## src/logic/lvd_pkg.sv

```systemverilog
package lvd_pkg;

  // register indices; byte address is four times the index
  localparam logic [31:0] IDX_CONTROL = 32'hfffff890;
  localparam logic [31:0] IDX_LEVEL   = 32'hfffff891;
  localparam logic [31:0] IDX_UNLOCK  = 32'hfffff892;
  localparam logic [31:0] IDX_RSTSRC  = 32'hfffff893;

  // control register fields
  localparam int CTL_ENABLE_BIT = 7;
  localparam int CTL_MODE_BIT   = 1;
  localparam int CTL_FLAG_BIT   = 0;
  // level select field
  localparam int LVL_SEL_BIT    = 0;
  // reset source field
  localparam int RSRC_LVR_BIT   = 0;

  // control value after a detector reset and after any other reset; level value after any other reset
  localparam logic [7:0] CTL_RST_DETECTOR = 8'h82;
  localparam logic [7:0] CTL_RST_OTHER    = 8'h00;
  localparam logic [7:0] LVL_RST_OTHER    = 8'h00;

  // byte that the unlock register expects before a control write
  localparam logic [7:0] UNLOCK_KEY = 8'ha5;

  typedef enum logic [1:0] {
    LVD_IDLE,
    LVD_DETECT,
    LVD_RESET
  } lvd_state_type;

  function automatic logic [31:0] byte_addr(input logic [31:0] idx);
    byte_addr = {idx[29:0], 2'h0};
  endfunction

endpackage

```

## src/logic/lvd_control.sv

```systemverilog
// Our own choice: the APB register port.
`timescale 1ns/1ps
`default_nettype none

// Contract
// enable bit at bit 7 turns the comparator and detection logic on.
// bit 1 picks interrupt on both crossings or reset on falling below.
// read-only flag at bit 0 shows supply below threshold while enabled.
// control resets to 82H after detector reset, 00H after others.
// enable plus reset mode lock control and level until other reset.
// a detector reset sets the low-voltage flag in the reset source.
// control writes only count after the protected unlock write.
// control is byte/bit accessible with flag read-only; level byte only.
// software writes zero to control bits 6 to 2.
// level bit 0 picks 2.80 V or 2.30 V and drives the comparator.
// level select keeps its value over detector reset, else clears.
// software writes zero to level select bits 7 to 1.
// software waits 0.2 ms after enabling before trusting the flag.
// software keeps enable set while the flag reads one.
// reset mode arm: mask, level, enable, wait, check flag, set mode.
// interrupt arm: mask, level, enable, wait, check, clear, unmask.
// stop interrupt mode only after the flag shows supply above.
// on interrupt software reads the flag to learn the direction.
// detection, interrupt and reset keep working in standby.
// comparator synchronised; edge pulses interrupt; low holds reset.
module lvd_control (
  input  wire logic        sys_clk,
  input  wire logic        sys_rst,
  input  wire logic        psel,
  input  wire logic        penable,
  input  wire logic        pwrite,
  input  wire logic [31:0] paddr,
  input  wire logic [31:0] pwdata,
  input  wire logic [3:0]  pstrb,
  output logic [31:0]      prdata,
  output logic             pready,
  output logic             pslverr,
  input  wire logic        supplyBelow,
  output logic             cmpEnable,
  output logic             levelSelect,
  output logic             lowVoltInterrupt,
  output logic             lowVoltReset
);

  // synchronised comparator level
  logic belowSync;

  lvd_sync u_sync (
    .sys_clk (sys_clk),
    .sys_rst (sys_rst),
    .asyncIn (supplyBelow),
    .syncOut (belowSync)
  );

  // register state
  logic                   enable_r;
  logic                   enable_nxt;
  logic                   mode_r;
  logic                   mode_nxt;
  logic                   flag_r;
  logic                   flag_nxt;
  logic                   level_r;
  logic                   level_nxt;
  logic                   unlocked_r;
  logic                   unlocked_nxt;
  logic                   lvrFlag_r;
  logic                   lvrFlag_nxt;
  logic                   prevBelow_r;
  logic                   prevBelow_nxt;
  logic                   irq_r;
  logic                   irq_nxt;
  logic                   rstReq_r;
  logic                   rstReq_nxt;
  lvd_pkg::lvd_state_type state_r;
  lvd_pkg::lvd_state_type state_nxt;

  // bus state
  logic [31:0] prdata_r;
  logic [31:0] prdata_nxt;
  logic        pready_r;
  logic        pready_nxt;
  logic        pslverr_r;
  logic        pslverr_nxt;

  // decode helpers
  logic hitControl;
  logic hitLevel;
  logic hitUnlock;
  logic hitRstSrc;
  logic mapped;
  logic accessDone;
  logic wrDone;
  logic locked;

  function automatic logic hit(input logic [31:0] addr,
                               input logic [31:0] idx);
    hit = (addr == lvd_pkg::byte_addr(idx));
  endfunction

  always_comb begin
    hitControl = hit(paddr, lvd_pkg::IDX_CONTROL);
    hitLevel   = hit(paddr, lvd_pkg::IDX_LEVEL);
    hitUnlock  = hit(paddr, lvd_pkg::IDX_UNLOCK);
    hitRstSrc  = hit(paddr, lvd_pkg::IDX_RSTSRC);
    mapped     = hitControl | hitLevel | hitUnlock | hitRstSrc;
    // a transfer completes at the edge where pready is seen high
    accessDone = psel & penable & pready_r;
    wrDone     = accessDone & pwrite & mapped & pstrb[0];
    locked     = enable_r & mode_r;
  end

  // detector state and register file
  always_comb begin
    enable_nxt    = enable_r;
    mode_nxt      = mode_r;
    level_nxt     = level_r;
    unlocked_nxt  = unlocked_r;
    lvrFlag_nxt   = lvrFlag_r;
    prevBelow_nxt = belowSync;
    irq_nxt       = 1'b0;
    rstReq_nxt    = 1'b0;
    state_nxt     = state_r;

    // the unlock key arms exactly one following write
    if (wrDone) begin
      unlocked_nxt = hitUnlock &
                     (pwdata[7:0] == lvd_pkg::UNLOCK_KEY);
    end

    // software updates; a locked detector ignores both registers
    if (wrDone && hitControl && unlocked_r && !locked) begin
      enable_nxt = pwdata[lvd_pkg::CTL_ENABLE_BIT];
      mode_nxt   = pwdata[lvd_pkg::CTL_MODE_BIT];
    end
    if (wrDone && hitLevel && !locked) begin
      level_nxt = pwdata[lvd_pkg::LVL_SEL_BIT];
    end
    // flag clears on a write of one; a new detector reset wins
    if (wrDone && hitRstSrc && pwdata[lvd_pkg::RSRC_LVR_BIT]) begin
      lvrFlag_nxt = 1'b0;
    end

    unique case (state_r)
      lvd_pkg::LVD_IDLE: begin
        if (enable_r) begin
          state_nxt = lvd_pkg::LVD_DETECT;
        end
      end
      lvd_pkg::LVD_DETECT: begin
        // no clock gating here, so standby does not stop detection
        if (!enable_r) begin
          state_nxt = lvd_pkg::LVD_IDLE;
        end else if (mode_r && belowSync) begin
          state_nxt = lvd_pkg::LVD_RESET;
        end else if (!mode_r && (belowSync != prevBelow_r)) begin
          irq_nxt = 1'b1;
        end
      end
      lvd_pkg::LVD_RESET: begin
        // detector reset: control forced to its detector reset value,
        // level select left as it was
        enable_nxt  = lvd_pkg::CTL_RST_DETECTOR[lvd_pkg::CTL_ENABLE_BIT];
        mode_nxt    = lvd_pkg::CTL_RST_DETECTOR[lvd_pkg::CTL_MODE_BIT];

        lvrFlag_nxt = 1'b1;
        rstReq_nxt  = belowSync;
        if (!belowSync) begin
          state_nxt = lvd_pkg::LVD_DETECT;
        end
      end
    endcase
  end

  always_ff @(posedge sys_clk) begin
    if (sys_rst) begin
      // any reset other than the detector's clears everything
      enable_r    <= lvd_pkg::CTL_RST_OTHER[lvd_pkg::CTL_ENABLE_BIT];
      mode_r      <= lvd_pkg::CTL_RST_OTHER[lvd_pkg::CTL_MODE_BIT];

      level_r     <= lvd_pkg::LVL_RST_OTHER[lvd_pkg::LVL_SEL_BIT];
      unlocked_r  <= 1'b0;
      lvrFlag_r   <= 1'b0;
      prevBelow_r <= 1'b0;
      irq_r       <= 1'b0;
      rstReq_r    <= 1'b0;
      state_r     <= lvd_pkg::LVD_IDLE;
    end else begin
      enable_r    <= enable_nxt;
      mode_r      <= mode_nxt;
      level_r     <= level_nxt;
      unlocked_r  <= unlocked_nxt;
      lvrFlag_r   <= lvrFlag_nxt;
      prevBelow_r <= prevBelow_nxt;
      irq_r       <= irq_nxt;
      rstReq_r    <= rstReq_nxt;
      state_r     <= state_nxt;
    end
  end

  // below-threshold flag; reads zero while detection is off
  always_comb begin
    flag_nxt = enable_r & belowSync;
  end

  always_ff @(posedge sys_clk) begin
    if (sys_rst) begin
      flag_r <= 1'b0;
    end else begin
      flag_r <= flag_nxt;
    end
  end

  // APB slave: one wait state, answer registered
  always_comb begin
    prdata_nxt  = prdata_r;
    pready_nxt  = 1'b0;
    pslverr_nxt = 1'b0;
    if (psel && penable && !pready_r) begin
      pready_nxt  = 1'b1;
      pslverr_nxt = !mapped;
      prdata_nxt  = 32'h0;
      if (!pwrite) begin
        if (hitControl) begin
          // flag bit is read-only; bits 6 to 2 read zero
          prdata_nxt[lvd_pkg::CTL_ENABLE_BIT] = enable_r;
          prdata_nxt[lvd_pkg::CTL_MODE_BIT]   = mode_r;
          prdata_nxt[lvd_pkg::CTL_FLAG_BIT]   = flag_r;
        end else if (hitLevel) begin
          prdata_nxt[lvd_pkg::LVL_SEL_BIT] = level_r;
        end else if (hitUnlock) begin
          prdata_nxt[0] = unlocked_r;
        end else if (hitRstSrc) begin
          prdata_nxt[lvd_pkg::RSRC_LVR_BIT] = lvrFlag_r;
        end
      end
    end
  end

  always_ff @(posedge sys_clk) begin
    if (sys_rst) begin
      prdata_r  <= 32'h0;
      pready_r  <= 1'b0;
      pslverr_r <= 1'b0;
    end else begin
      prdata_r  <= prdata_nxt;
      pready_r  <= pready_nxt;
      pslverr_r <= pslverr_nxt;
    end
  end

  assign prdata           = prdata_r;
  assign pready           = pready_r;
  assign pslverr          = pslverr_r;
  assign cmpEnable        = enable_r;
  assign levelSelect      = level_r;
  assign lowVoltInterrupt = irq_r;
  assign lowVoltReset     = rstReq_r;

endmodule

`default_nettype wire

```

## src/logic/lvd_sync.sv

```systemverilog
`timescale 1ns/1ps
`default_nettype none

module lvd_sync (
  input  wire logic sys_clk,
  input  wire logic sys_rst,
  input  wire logic asyncIn,
  output logic      syncOut
);

  logic stage1_r;
  logic stage1_nxt;
  logic stage2_r;
  logic stage2_nxt;

  always_comb begin
    stage1_nxt = asyncIn;
    stage2_nxt = stage1_r;
  end

  always_ff @(posedge sys_clk) begin
    if (sys_rst) begin
      stage1_r <= 1'b0;
      stage2_r <= 1'b0;
    end else begin
      stage1_r <= stage1_nxt;
      stage2_r <= stage2_nxt;
    end
  end

  assign syncOut = stage2_r;

endmodule

`default_nettype wire

```

## config.mk

```make
export PLATFORM = sky130hd
export DESIGN_NAME = lvd_control
export DESIGN_NICKNAME = d
export VERILOG_FILES = /design/src/logic/lvd_pkg.sv /design/src/logic/lvd_control.sv /design/src/logic/lvd_sync.sv
export SDC_FILE = /design/constraint.sdc
export NUM_CORES = 1
export LEC_CHECK = 0
export BUFFER_PORTS_ARGS = -buffer_cell sky130_fd_sc_hd__buf_2
export CORE_ASPECT_RATIO = 1.5
export CORE_MARGIN = 8
export CORE_UTILIZATION = 39
export CTS_BUF_LIST = sky130_fd_sc_hd__clkbuf_2 sky130_fd_sc_hd__clkbuf_4 sky130_fd_sc_hd__clkbuf_8
export DETAILED_ROUTE_END_ITERATION = 12
export PLACE_DENSITY = 0.88
export SLEW_MARGIN = 10
export SYNTH_ARGS = -nofsm -noshare
export SYNTH_HDL_FRONTEND = slang
export SYNTH_SLANG_ARGS = --single-unit
```

## constraint.sdc

```tcl
create_clock -name sys_clk -period 3.7 [get_ports sys_clk]
set_input_delay 0.555 -clock sys_clk [delete_from_list [all_inputs] [get_ports sys_clk]]
set_output_delay 0.555 -clock sys_clk [all_outputs]
set_load 0.01 [all_outputs]
```

==> impl_results.md, run 1 <==
- Design Power: 0.0004125 W
- Req. time, crit path: 3.89 ns
- Post-CTS sizing: 0
- Maximum Capacitance Violations: 0
- Initial Utilization: 0.4041
- Clk root buf: clkbuf_8
- Post-Place Worst Slack: 1.567 ns
- Die footprint: 4710 um^2
- Warning count from the yosys run: 0
- Cells after Synth: 122
- PD cells: 313.7 nW/um^2
- Post-DP HPWL: 2335 um
- Vias in the first global route: 1,131
- Final Max Tran Viols: 0
- Post-CTS Setup Bufs: 0
- Routability congestion estimate from global placement: 0.8065
- Worst Setup End Kind: flip-flop
- Skew-Pair Late Insertion Delay: 0.26 ns
- Sequential Area: 360.3 um^2
- Vias post-DR: 1,017
- Sequential fraction of the synthesis area: 0.3368
- Pin count of the biggest net entering global routing: 15
- Most frequent cells in the layout: buf_2 (55), conb_1 (29), dfxtp_1 (18)
- # fillers: 284
- Die Wd: 58.77 um
- Arrival time at the worst endpoint: 2.08 ns
- Synth Cell Area: 1070 um^2
- Antenna Nets Post-Route: 0
- Critical-path maximum fanout: 10
- Post-synthesis simple-gate area fraction: 0.2924
- TNS Setup: 0 ns
- TritonCTS Buffers: 3
- Multi-input gate area in the final layout: 559.3 um^2
- RSZ-0062 raised after global routing: false
- WL final: 2759 um
- Final WS setup: 1.809 ns
- Die extent in y: 80.15 um
- Crit path kind: in -> reg
- Tot GR Track Use: 0.1163
- H-tree depth: 1
- Sink Count: 18
- Final worst path period need: 1.891 ns
- Clk slew on worst S/H paths: 0.07 ns
- CP Launch Type: input pin
- Ports: 112
- Multiplexer share of the synthesized area: 0.03041
- First DRT Iteration DRCs: 16
- Period Utilization, post-route: 0.5110
- Commonest non-fill, non-tap cell in the layout: buf_2
- Layout Nets: 252
- Maximum clock frequency: 528.9 MHz
- Leak: 0.6143 nW
- Status: completed
- P&R area growth vs syn: 22.92%
- Worst hold path type: reg -> reg
- TritonCTS clock tree: yes
- Clock Skews: 0.006550 ns
- Post-synth EDFFs: 0
- Syn Area/Cell: 8.769 um^2
- Max VDD drop: 0.1172 mV
- Wirelength per Cell: 12.89 um
- Final Hold Fails: 0
- Largest family of logic cells by synthesized area: simple AND/OR/NAND/NOR gates
- Post-synthesis compound-gate area fraction: 0.09006
- Setup-failing EPs final: 0
- Post-synth top flop: dfxtp_1
- Post-route DRC: 0
- Hold_buf cts: 0
- Synth Register Bits: 18
- Adder-cell area share of the yosys netlist: 0
- Flop2flop setup slack: 2.26 ns
- Fraction of layout instances using a drive strength above 1: 0.3446
- Synth Area in XOR/XNOR: 0.008187
- Grt ovf: 0
- First-pass GRT wire length: 4450 um
- Netlist cell types: 36
- Clock Path Buffers: 2
- Area of the core: 2648 um^2
- DRT Pass-1 Iters: 4
- Final Util: 0.4967
- Initial antenna violation count: 0
- # diodes: 0
- Cell Rows: 23
- Vias per cell: 4.752
- IO Port Bufs: 55
- Post-synth ARST share: 0
## synthesized netlist by cell type (2+ instances only)
cell,n,area [um^2]
a21oi_1,4,20.02
buf_4,29,217.7
clkbuf_1,2,7.510
dfxtp_1,18,360.4
inv_1,5,18.77
nand2_1,6,22.52
nand2b_1,6,37.54
nand4_1,5,31.28
nand4b_1,3,26.28
nor2_1,5,18.77
nor2b_1,3,18.77
nor3_1,4,20.02
nor4_1,4,25.02
nor4b_1,2,17.52
nor4bb_1,3,30.03
o21ai_0,2,10.01
o311a_1,2,20.02
## worst max-delay path, stage by stage
cell      delay (ns)
buf_2           0.09
nor4bb_1        0.28
nand4_1         0.39
or4_1           0.62
a21oi_1         0.14
## kinds of logic (layout without fill, tap and decap cells)
family | after synthesis | in the layout
AND/OR/NAND/NOR | 49 | 49
buffers and inverters | 37 | 64
flip-flops | 18 | 18
AO/OA/AOI/OAI | 14 | 14
multiplexers | 2 | 2
other | 1 | 29
XOR/XNOR | 1 | 1
## state kept, by name (all words and copies together) (netlist names)
| register | count |
|---|---|
| state_r | 2 |
| pslverr | 1 |
| lvrFlag_r | 1 |
| u_sync.stage1_r | 1 |
| lowVoltReset | 1 |
| mode_r | 1 |
| pready | 1 |
| prevBelow_r | 1 |
| unlocked_r | 1 |
| levelSelect | 1 |
| flag_r | 1 |
| u_sync.syncOut | 1 |
| cmpEnable | 1 |
| lowVoltInterrupt | 1 |
| prdata | 3 |
## routing by layer
| layer | global-route usage | share of wire | up-vias |
|---|---|---|---|
| met5 | 0 | 0 | - |
| met3 | 0.04473 | 0.11 | 7 |
| li1 | - | - | 490 |
| met4 | 0.04327 | 0.021 | 0 |
| met2 | 0.2160 | 0.52 | 64 |
| met1 | 0.1108 | 0.36 | 456 |
## worst paths after layout
| path | cells after the start | from | end |
|---|---|---|---|
| setup / recovery | 5 | paddr[1] | unlocked_r |
| hold / removal | 1 | u_sync.stage1_r | u_sync.syncOut |
| setup reg to reg | 4 | cmpEnable | mode_r |
| hold reg to reg | 1 | u_sync.stage1_r | u_sync.syncOut |
## stage by stage
step / cell area, um^2 / hold WS (ns) / std cells
after floorplan: 1175 / 0.4138 / 150
after global placement: 1260 / 0.4191 / 210
after detailed placement: 1260 / 0.4291 / 210
after CTS: 1315 / 0.4447 / 214
after global routing: 1315 / 0.4665 / 214
final: 1315 / 0.4399 / 214
## area by class of cell
cell class,count,area share
Clock buffer,4,0.04186
Inverter,5,0.01427
Multi-Input combinational cell,95,0.4253
Sequential cell,18,0.2740
Tap cell,37,0.03520
Timing Repair Buffer,55,0.2093
## power breakdown
part           switching [W]  internal (W)
Sequential        0.00000128      0.000196
Combinational      0.0000304     0.0000247
Clock              0.0000655     0.0000946
No activity file was read; power rests on OpenSTA's default activity.
==> inputs of run 2 (changes only) <==
--- a/config.mk
+++ b/config.mk
@@ -5,13 +5,14 @@
 export SDC_FILE = /design/constraint.sdc
 export NUM_CORES = 1
 export LEC_CHECK = 0
+export ABC_AREA = 1
 export BUFFER_PORTS_ARGS = -buffer_cell sky130_fd_sc_hd__buf_2
 export CORE_ASPECT_RATIO = 1.5
 export CORE_MARGIN = 8
 export CORE_UTILIZATION = 39
 export CTS_BUF_LIST = sky130_fd_sc_hd__clkbuf_2 sky130_fd_sc_hd__clkbuf_4 sky130_fd_sc_hd__clkbuf_8
 export DETAILED_ROUTE_END_ITERATION = 12
-export PLACE_DENSITY = 0.88
+export PLACE_DENSITY = 0.82
 export SLEW_MARGIN = 10
 export SYNTH_ARGS = -nofsm -noshare
 export SYNTH_HDL_FRONTEND = slang
==> constraint.sdc (replaced) <==
create_clock -name sys_clk -period 1.9 [get_ports sys_clk]
set_input_delay 0.285 -clock sys_clk [delete_from_list [all_inputs] [get_ports sys_clk]]
set_output_delay 0.285 -clock sys_clk [all_outputs]
set_load 0.01 [all_outputs]
==> impl_results.md, run 2 <==
- Critical-path maximum fanout: 4 (was 10)
- Post-synth top flop: dfxtp_1 (unchanged)
- Die footprint: 5540 um^2 (was 4710 um^2)
- Maximum clock frequency: 706.8 MHz
- WL final: 3164 um (was 2759 um)
- # fillers: 377 (was 284)
- Post-Place Worst Slack: 0.4148 ns (was 1.567 ns)
- Int Power: 0.0006150 W (was 0.0003152 W)
- Warning count from the yosys run: 0 (unchanged)
- Req. time, crit path: 2.06 ns (was 3.89 ns)
- TritonCTS Buffers: 3 (unchanged)
- IO Port Bufs: 55 (unchanged)
- Area leader, netlist: dfxtp_1 (unchanged)
- TNS Setup: 0 ns (unchanged)
- Final Hold Fails: 0 (unchanged)
- Post-route DRC: 0 (unchanged)
- Leak: 0.8853 nW (was 0.6143 nW)
- Logic pwr share: 0.154 (was 0.134)
- Period Utilization, post-route: 0.7446
- Worst hold path type: in -> reg (was reg -> reg)
- Ranking of synthesized cells by area: dfxtp_1 (27%), buf_4 (16%), nand2_1 (16%) (was dfxtp_1 (34%), buf_4 (20%), nand2b_1 (3.5%))
- Final WS setup: 0.4852 ns (was 1.809 ns)
- Sink Count: 18 (unchanged)
- Pin count of the biggest net entering global routing: 17 (was 15)
- Sequential fraction of the synthesis area: 0.2730 (was 0.3368)
- DRT Pass-1 Iters: 4 (unchanged)
- Tot GR Track Use: 0.1154 (was 0.1163)
- Clk slew on worst S/H paths: 0.07 ns (about the same)
- Highest Signal Layer: met4 (unchanged)
- Syn Area/Cell: 5.919 um^2 (was 8.769 um^2)
- Wl on met1: 1061 um (was 981 um)
- Clock power share: 0.379 (was 0.388)
- Final Max Tran Viols: 0 (unchanged)
- TritonCTS clock tree: yes (unchanged)
- Vias per cell: 4.159 (was 4.752)
- Final worst path period need: 1.415 ns
- Clock Path Buffers: 2 (unchanged)
- Synth Cell Area: 1320 um^2 (was 1070 um^2)
- Post-CTS Setup Bufs: 0 (unchanged)
- Status: completed (unchanged)
- Hold_buf cts: 0 (unchanged)
- Synth top area share: 0.2730 (was 0.3368)
- Post-synth EDFFs: 0 (unchanged)
- Antenna Nets Post-Route: 0 (unchanged)
- Vias post-DR: 1,335 (was 1,017)
- Post-synth ARST share: 0 (unchanged)
- Die extent in y: 87.25 um (was 80.15 um)
- First-pass GRT wire length: 5402 um (was 4450 um)
- RSZ-0062 raised after global routing: false (unchanged)
- Max VDD drop: 0.5253 mV (was 0.1172 mV)
- First DRT Iteration DRCs: 55 (was 16)
- PD cells: 518.9 nW/um^2 (was 313.7 nW/um^2)
- DR WL met3: 303 um (was 290 um)
- Synth Register Bits: 18 (unchanged)
- Max reg flops: 3 (unchanged)
- Ports: 112 (unchanged)
- Setup-failing EPs final: 0 (unchanged)
- Cell Rows: 26 (was 23)
- Area of the core: 3318 um^2 (was 2648 um^2)
- Top-count cell post-synth: nand2_1 (was buf_4)
- Vias in the first global route: 1,346 (was 1,131)
- Grt ovf: 0 (unchanged)
- Worst hold margin: 0.2289 ns (was 0.4399 ns)
- Initial Utilization: 0.3978 (was 0.4041)
- Synth top cells by count: nand2_1 (55), nor2_1 (40), inv_1 (37) (was buf_4 (29), dfxtp_1 (18), nand2_1 (6), nand2b_1 (6))
- Clock Skews: 0.002618 ns (was 0.006550 ns)
- # diodes: 0 (unchanged)
- CP Launch Type: flip-flop (was input pin)
- Sw Share: 0.2512 (was 0.2357)
- Clk root buf: clkbuf_8 (unchanged)
- Seq pwr share: 0.467 (was 0.478)
- Cells after Synth: 223 (was 122)
- Most frequent cells in the layout: nand2_1 (55), buf_2 (55), nor2_1 (40) (was buf_2 (55), conb_1 (29), dfxtp_1 (18))
- Crit path kind: reg -> reg (was in -> reg)
- Netlist cell types: 19 (was 36)
- Die Wd: 63.50 um (was 58.77 um)
- Post-CTS sizing: 0 (unchanged)
- Maximum Capacitance Violations: 0 (unchanged)
- Worst Setup End Kind: flip-flop (unchanged)
- Initial antenna violation count: 0 (unchanged)
- Met2 WL post-DR: 1761 um (was 1427 um)
- Post-DP HPWL: 2818 um (was 2335 um)
- H-tree depth: 1 (unchanged)
- P&R area growth vs syn: 19.91% (was 22.92%)
- Wirelength per Cell: 9.857 um (was 12.89 um)
- Fraction of layout instances using a drive strength above 1: 0.2437 (was 0.3446)
- Sw power: 0.0002063 W (was 0.00009723 W)
- Layout Nets: 354 (was 252)
- Routability congestion estimate from global placement: 0.7573 (was 0.8065)
- Arrival time at the worst endpoint: 1.57 ns (was 2.08 ns)
- Skew-Pair Late Insertion Delay: 0.25 ns (was 0.26 ns)
==> run 2: changes by cell type after synthesis, sizes merged, moves of 3 or more <==
cell	before	now
nor4bb	3	0
inv	5	39
nor3	4	7
nor2b	3	0
a21oi	4	7
nor4	4	0
nand2	6	58
nand4b	3	0
nand2b	6	0
nand3	1	9
nor2	5	44
==> run 2: layout make-up <==
type | count | area (um^2) | area share
clock buffer | 4 | 55.05 | 0.03478
inverter | 39 | 146.4 | 0.09249
multi-input combinational | 163 | 693.2 | 0.4379
tap | 42 | 52.55 | 0.03320
timing repair buffer | 55 | 275.3 | 0.1739
sequential | 18 | 360.3 | 0.2277
==> run 2: path summary, 6_finish.rpt <==
kind                   startpoint  slack, ns  cells after the start               to
setup / recovery           pready       0.49                      9        cmpEnable
hold / removal        supplyBelow       0.23                      3  u_sync.stage1_r
setup reg to reg           pready       0.49                      9        cmpEnable
hold reg to reg   u_sync.stage1_r       0.40                      2   u_sync.syncOut
==> run 2: power by group through the flow <==
stage	registers (W)	clock network [W]	logic [W]
global placement	0.000392	0	0.000122
global route	0.000384	0.000340	0.000145
detailed placement	0.000392	0	0.000124
finish	0.000384	0.000311	0.000126
floorplan	0.000393	0	0.000109
CTS	0.000384	0.000317	0.000125
==> run 2: kinds of logic (layout without fill, tap and decap cells) <==
kind of cell,count (synthesis),after routing,share of synthesized area
AOI/OAI and AO/OA,12,12,0.05213
buffers and inverters,70,98,0.2815
DFF,18,18,0.2730
and+or+nand+nor,122,122,0.3905
other,1,29,0.002841
==> run 2: critical path, cell delays in order, from the launching register on <==
cell and delay [ns]:
dfxtp_1 0.34, nand2_1 0.05, nor2_1 0.19, nand2_1 0.10
a21oi_1 0.26, nand3_1 0.14, nand2_1 0.08, nand3_1 0.06
nand2_1 0.06, inv_1 0.03
==> run 2: layer usage <==
metal	track usage	vias to the layer above
li1	-	720
met1	0.09903	567
met2	0.2287	43
met3	0.04639	5
met4	0.04277	0
met5	0	-
==> run 2: stage by stage <==
stage	instances	power [W]	util	area, um^2
5_1_grt	321	0.0008691	0.4770	1583
6_report	321	0.0008213	0.4770	1583
3_5_place_dp	317	0.0005168	0.4604	1528
4_1_cts	321	0.0008261	0.4770	1583
3_3_place_gp	317	0.0005142	0.4604	1528
2_1_floorplan	251	0.0005015	-	1425
==> inputs of run 3 (changes only) <==
--- a/config.mk
+++ b/config.mk
@@ -9,10 +9,10 @@
 export BUFFER_PORTS_ARGS = -buffer_cell sky130_fd_sc_hd__buf_2
 export CORE_ASPECT_RATIO = 1.5
 export CORE_MARGIN = 8
-export CORE_UTILIZATION = 39
+export CORE_UTILIZATION = 36
 export CTS_BUF_LIST = sky130_fd_sc_hd__clkbuf_2 sky130_fd_sc_hd__clkbuf_4 sky130_fd_sc_hd__clkbuf_8
 export DETAILED_ROUTE_END_ITERATION = 12
-export PLACE_DENSITY = 0.82
+export PLACE_DENSITY = 0.79
 export SLEW_MARGIN = 10
 export SYNTH_ARGS = -nofsm -noshare
 export SYNTH_HDL_FRONTEND = slang
==> constraint.sdc (replaced) <==
create_clock -name sys_clk -period 1.26 [get_ports sys_clk]
set_input_delay 0.189 -clock sys_clk [delete_from_list [all_inputs] [get_ports sys_clk]]
set_output_delay 0.189 -clock sys_clk [all_outputs]
set_load 0.01 [all_outputs]
==> impl_results.md, run 3 (synthesis results as in run 2) <==
- Status: completed (unchanged)
- Die extent in y: 90.16 um (was 87.25 um)
- Post-CTS Setup Bufs: 0 (unchanged)
- Final WS setup: 0.1172 ns (was 0.4852 ns)
- Post-route DRC: 0 (unchanged)
- Post-route cell area: 1634 um^2 (was 1583 um^2)
- First-pass GRT wire length: 5250 um (was 5402 um)
- Max VDD drop: 0.7010 mV (was 0.5253 mV)
- R2r startpoint: cmpEnable (was pready)
- Post-Place Worst Slack: -0.1529 ns (was 0.4148 ns)
- Tot GR Track Use: 0.1032 (was 0.1154)
- Worst hold path type: in -> reg (unchanged)
- # fillers: 380 (was 377)
- Fraction of layout instances using a drive strength above 1: 0.2827 (was 0.2437)
- Req. time, crit path: 1.43 ns (was 2.06 ns)
- Final Max Tran Viols: 0 (unchanged)
- Hold path endpoint: u_sync.stage1_r (unchanged)
- R2R depth: 6 (was 9)
- Die Wd: 65.44 um (was 63.50 um)
- Commonest non-fill, non-tap cell in the layout: buf_2
- Vias in the first global route: 1,342 (was 1,346)
- Crit. Startpoint: cmpEnable (was pready)
- Layout Nets: 359 (was 354)
- IO Port Bufs: 55 (unchanged)
- Clock Path Buffers: 2 (unchanged)
- Leak: 0.9048 nW (was 0.8853 nW)
- Vias per cell: 4.196 (was 4.159)
- Clk slew on worst S/H paths: 0.06 ns (was 0.07 ns)
- Skew-Pair Late Insertion Delay: 0.25 ns (about the same)
- Antenna Nets Post-Route: 0 (unchanged)
- Flop2flop setup slack: 0.12 ns (was 0.49 ns)
- DP Area: 1567 um^2 (was 1528 um^2)
- Worst r2r dst: lowVoltInterrupt (was cmpEnable)
- Hold wc startpoint: supplyBelow (unchanged)
- Initial Utilization: 0.3686 (was 0.3978)
- Final Hold Fails: 0 (unchanged)
- H-tree depth: 1 (unchanged)
- Worst hold margin: 0.1430 ns (was 0.2289 ns)
- Vias post-DR: 1,368 (was 1,335)
- # diodes: 0 (unchanged)
- TritonCTS clock tree: yes (unchanged)
- Initial antenna violation count: 0 (unchanged)
- Wirelength per Cell: 9.715 um (was 9.857 um)
- Die footprint: 5900 um^2 (was 5540 um^2)
- Period Utilization, post-route: 0.9070 (was 0.7446)
- TritonCTS Buffers: 3 (unchanged)
- Final worst path period need: 1.143 ns (was 1.415 ns)
- Arrival time at the worst endpoint: 1.32 ns (was 1.57 ns)
- Most frequent cells in the layout: buf_2 (55), nand2_1 (53), nor2_1 (38) (was nand2_1 (55), buf_2 (55), nor2_1 (40))
- Maximum clock frequency: 875.1 MHz (was 706.8 MHz)
- Hold_buf cts: 0 (unchanged)
- First DRT Iteration DRCs: 49 (was 55)
- CP Launch Type: flip-flop (unchanged)
- Post-DP HPWL: 2838 um (was 2818 um)
- Cell Rows: 27 (was 26)
- Hold Crit Depth: 3 (unchanged)
- P&R area growth vs syn: 23.79% (was 19.91%)
- Sink Count: 18 (unchanged)
- PD cells: 709.1 nW/um^2 (was 518.9 nW/um^2)
- Area of the core: 3581 um^2 (was 3318 um^2)
- Final Util: 0.4563 (was 0.4770)
- Clk root buf: clkbuf_8 (unchanged)
- Pin count of the biggest net entering global routing: 17 (unchanged)
- Grt ovf: 0 (unchanged)
- Crit path kind: reg -> reg (unchanged)
- DRT Pass-1 Iters: 4 (unchanged)
- WL final: 3167 um (was 3164 um)
- Maximum Capacitance Violations: 0 (unchanged)
- Routability congestion estimate from global placement: 0.7703 (was 0.7573)
- Max reg flops: 3 (unchanged)
- Setup-failing EPs final: 0 (unchanged)
- Clock Skews: 0.001039 ns (was 0.002618 ns)
- Worst Setup End Kind: flip-flop (unchanged)
- Critical-path maximum fanout: 5 (was 4)
- Ports: 112 (unchanged)
-- run 3: changes by cell type in the layout (fill, tap and decap cells not counted) --
cell      delta
dfxtp_2      +2
dfxtp_1      -2
nand2_1      -2
nor2_4       +1
a21oi_2      +1
nor3_2       +1
nor2_2       +1
buf_4        +5
nor2_1       -2
nand2_2      +2
nor3_1       -1
clkbuf_8     -1
a21oi_1      -1
-- run 3: repair_timing --
item | CTS | global route
endpoints found under the setup margin | 2 | 8
gates resized for setup | 1 | 8
pin swaps | 0 | 1
cloned | 0 | 0
-- run 3: how the worst max path moves through the flow --
| stage | to | slack, ns | depth (start not counted) |
|---|---|---|---|
| after global routing | prdata[1] | -0.03 | 6 |
| after CTS | cmpEnable | 0.003 | 9 |
| final | lowVoltInterrupt | 0.12 | 6 |
| after global placement | prdata[1] | -0.11 | 10 |
| after floorplan | cmpEnable | 0.005 | 9 |
| after detailed placement | prdata[1] | -0.15 | 10 |
-- run 3: layout make-up --
type                       count  area, um^2  share of cell area
tap                           43       53.80             0.03292
timing repair buffer          60       312.8              0.1914
inverter                      39       146.4             0.08959
multi-input combinational    163       716.9              0.4387
clock buffer                   3       41.29             0.02527
sequential                    18       362.8              0.2221
-- run 3: routing by layer --
layer  global-route usage  share of wire  wire, um  vias to the layer above
met4              0.02194         0.0054        17                        0
met1              0.08841           0.34      1075                      593
met3              0.03354           0.10       323                        2
met5                    0              0         0                        -
li1                     -              -         -                      731
met2               0.2119           0.55      1751                       42
-- run 3: report_power, final --
| group | internal (W) | total (W) | switching [W] |
|---|---|---|---|
| clock | 0.000212 | 0.000379 | 0.000167 |
| combinational | 0.0000803 | 0.000200 | 0.000120 |
| sequential | 0.000576 | 0.000579 | 0.00000345 |
-- run 3: through the flow --
| stage | setup TNS [ns] | std cells | total power [W] |
|---|---|---|---|
| 4_1_cts | 0 | 326 | 0.001168 |
| 3_3_place_gp | -0.5087 | 323 | 0.0007812 |
| 3_5_place_dp | -0.6819 | 323 | 0.0007851 |
| 5_1_grt | -0.03682 | 326 | 0.001225 |
| 6_report | 0 | 326 | 0.001159 |
| 2_1_floorplan | 0 | 251 | 0.0007562 |
-- run 3: worst max-delay path: stages (launching register included) --
cell and delay (ns):
dfxtp_2 0.38, inv_1 0.08, nor3_1 0.18, inv_1 0.07, a21oi_1 0.15, inv_1 0.08
nor3_1 0.12
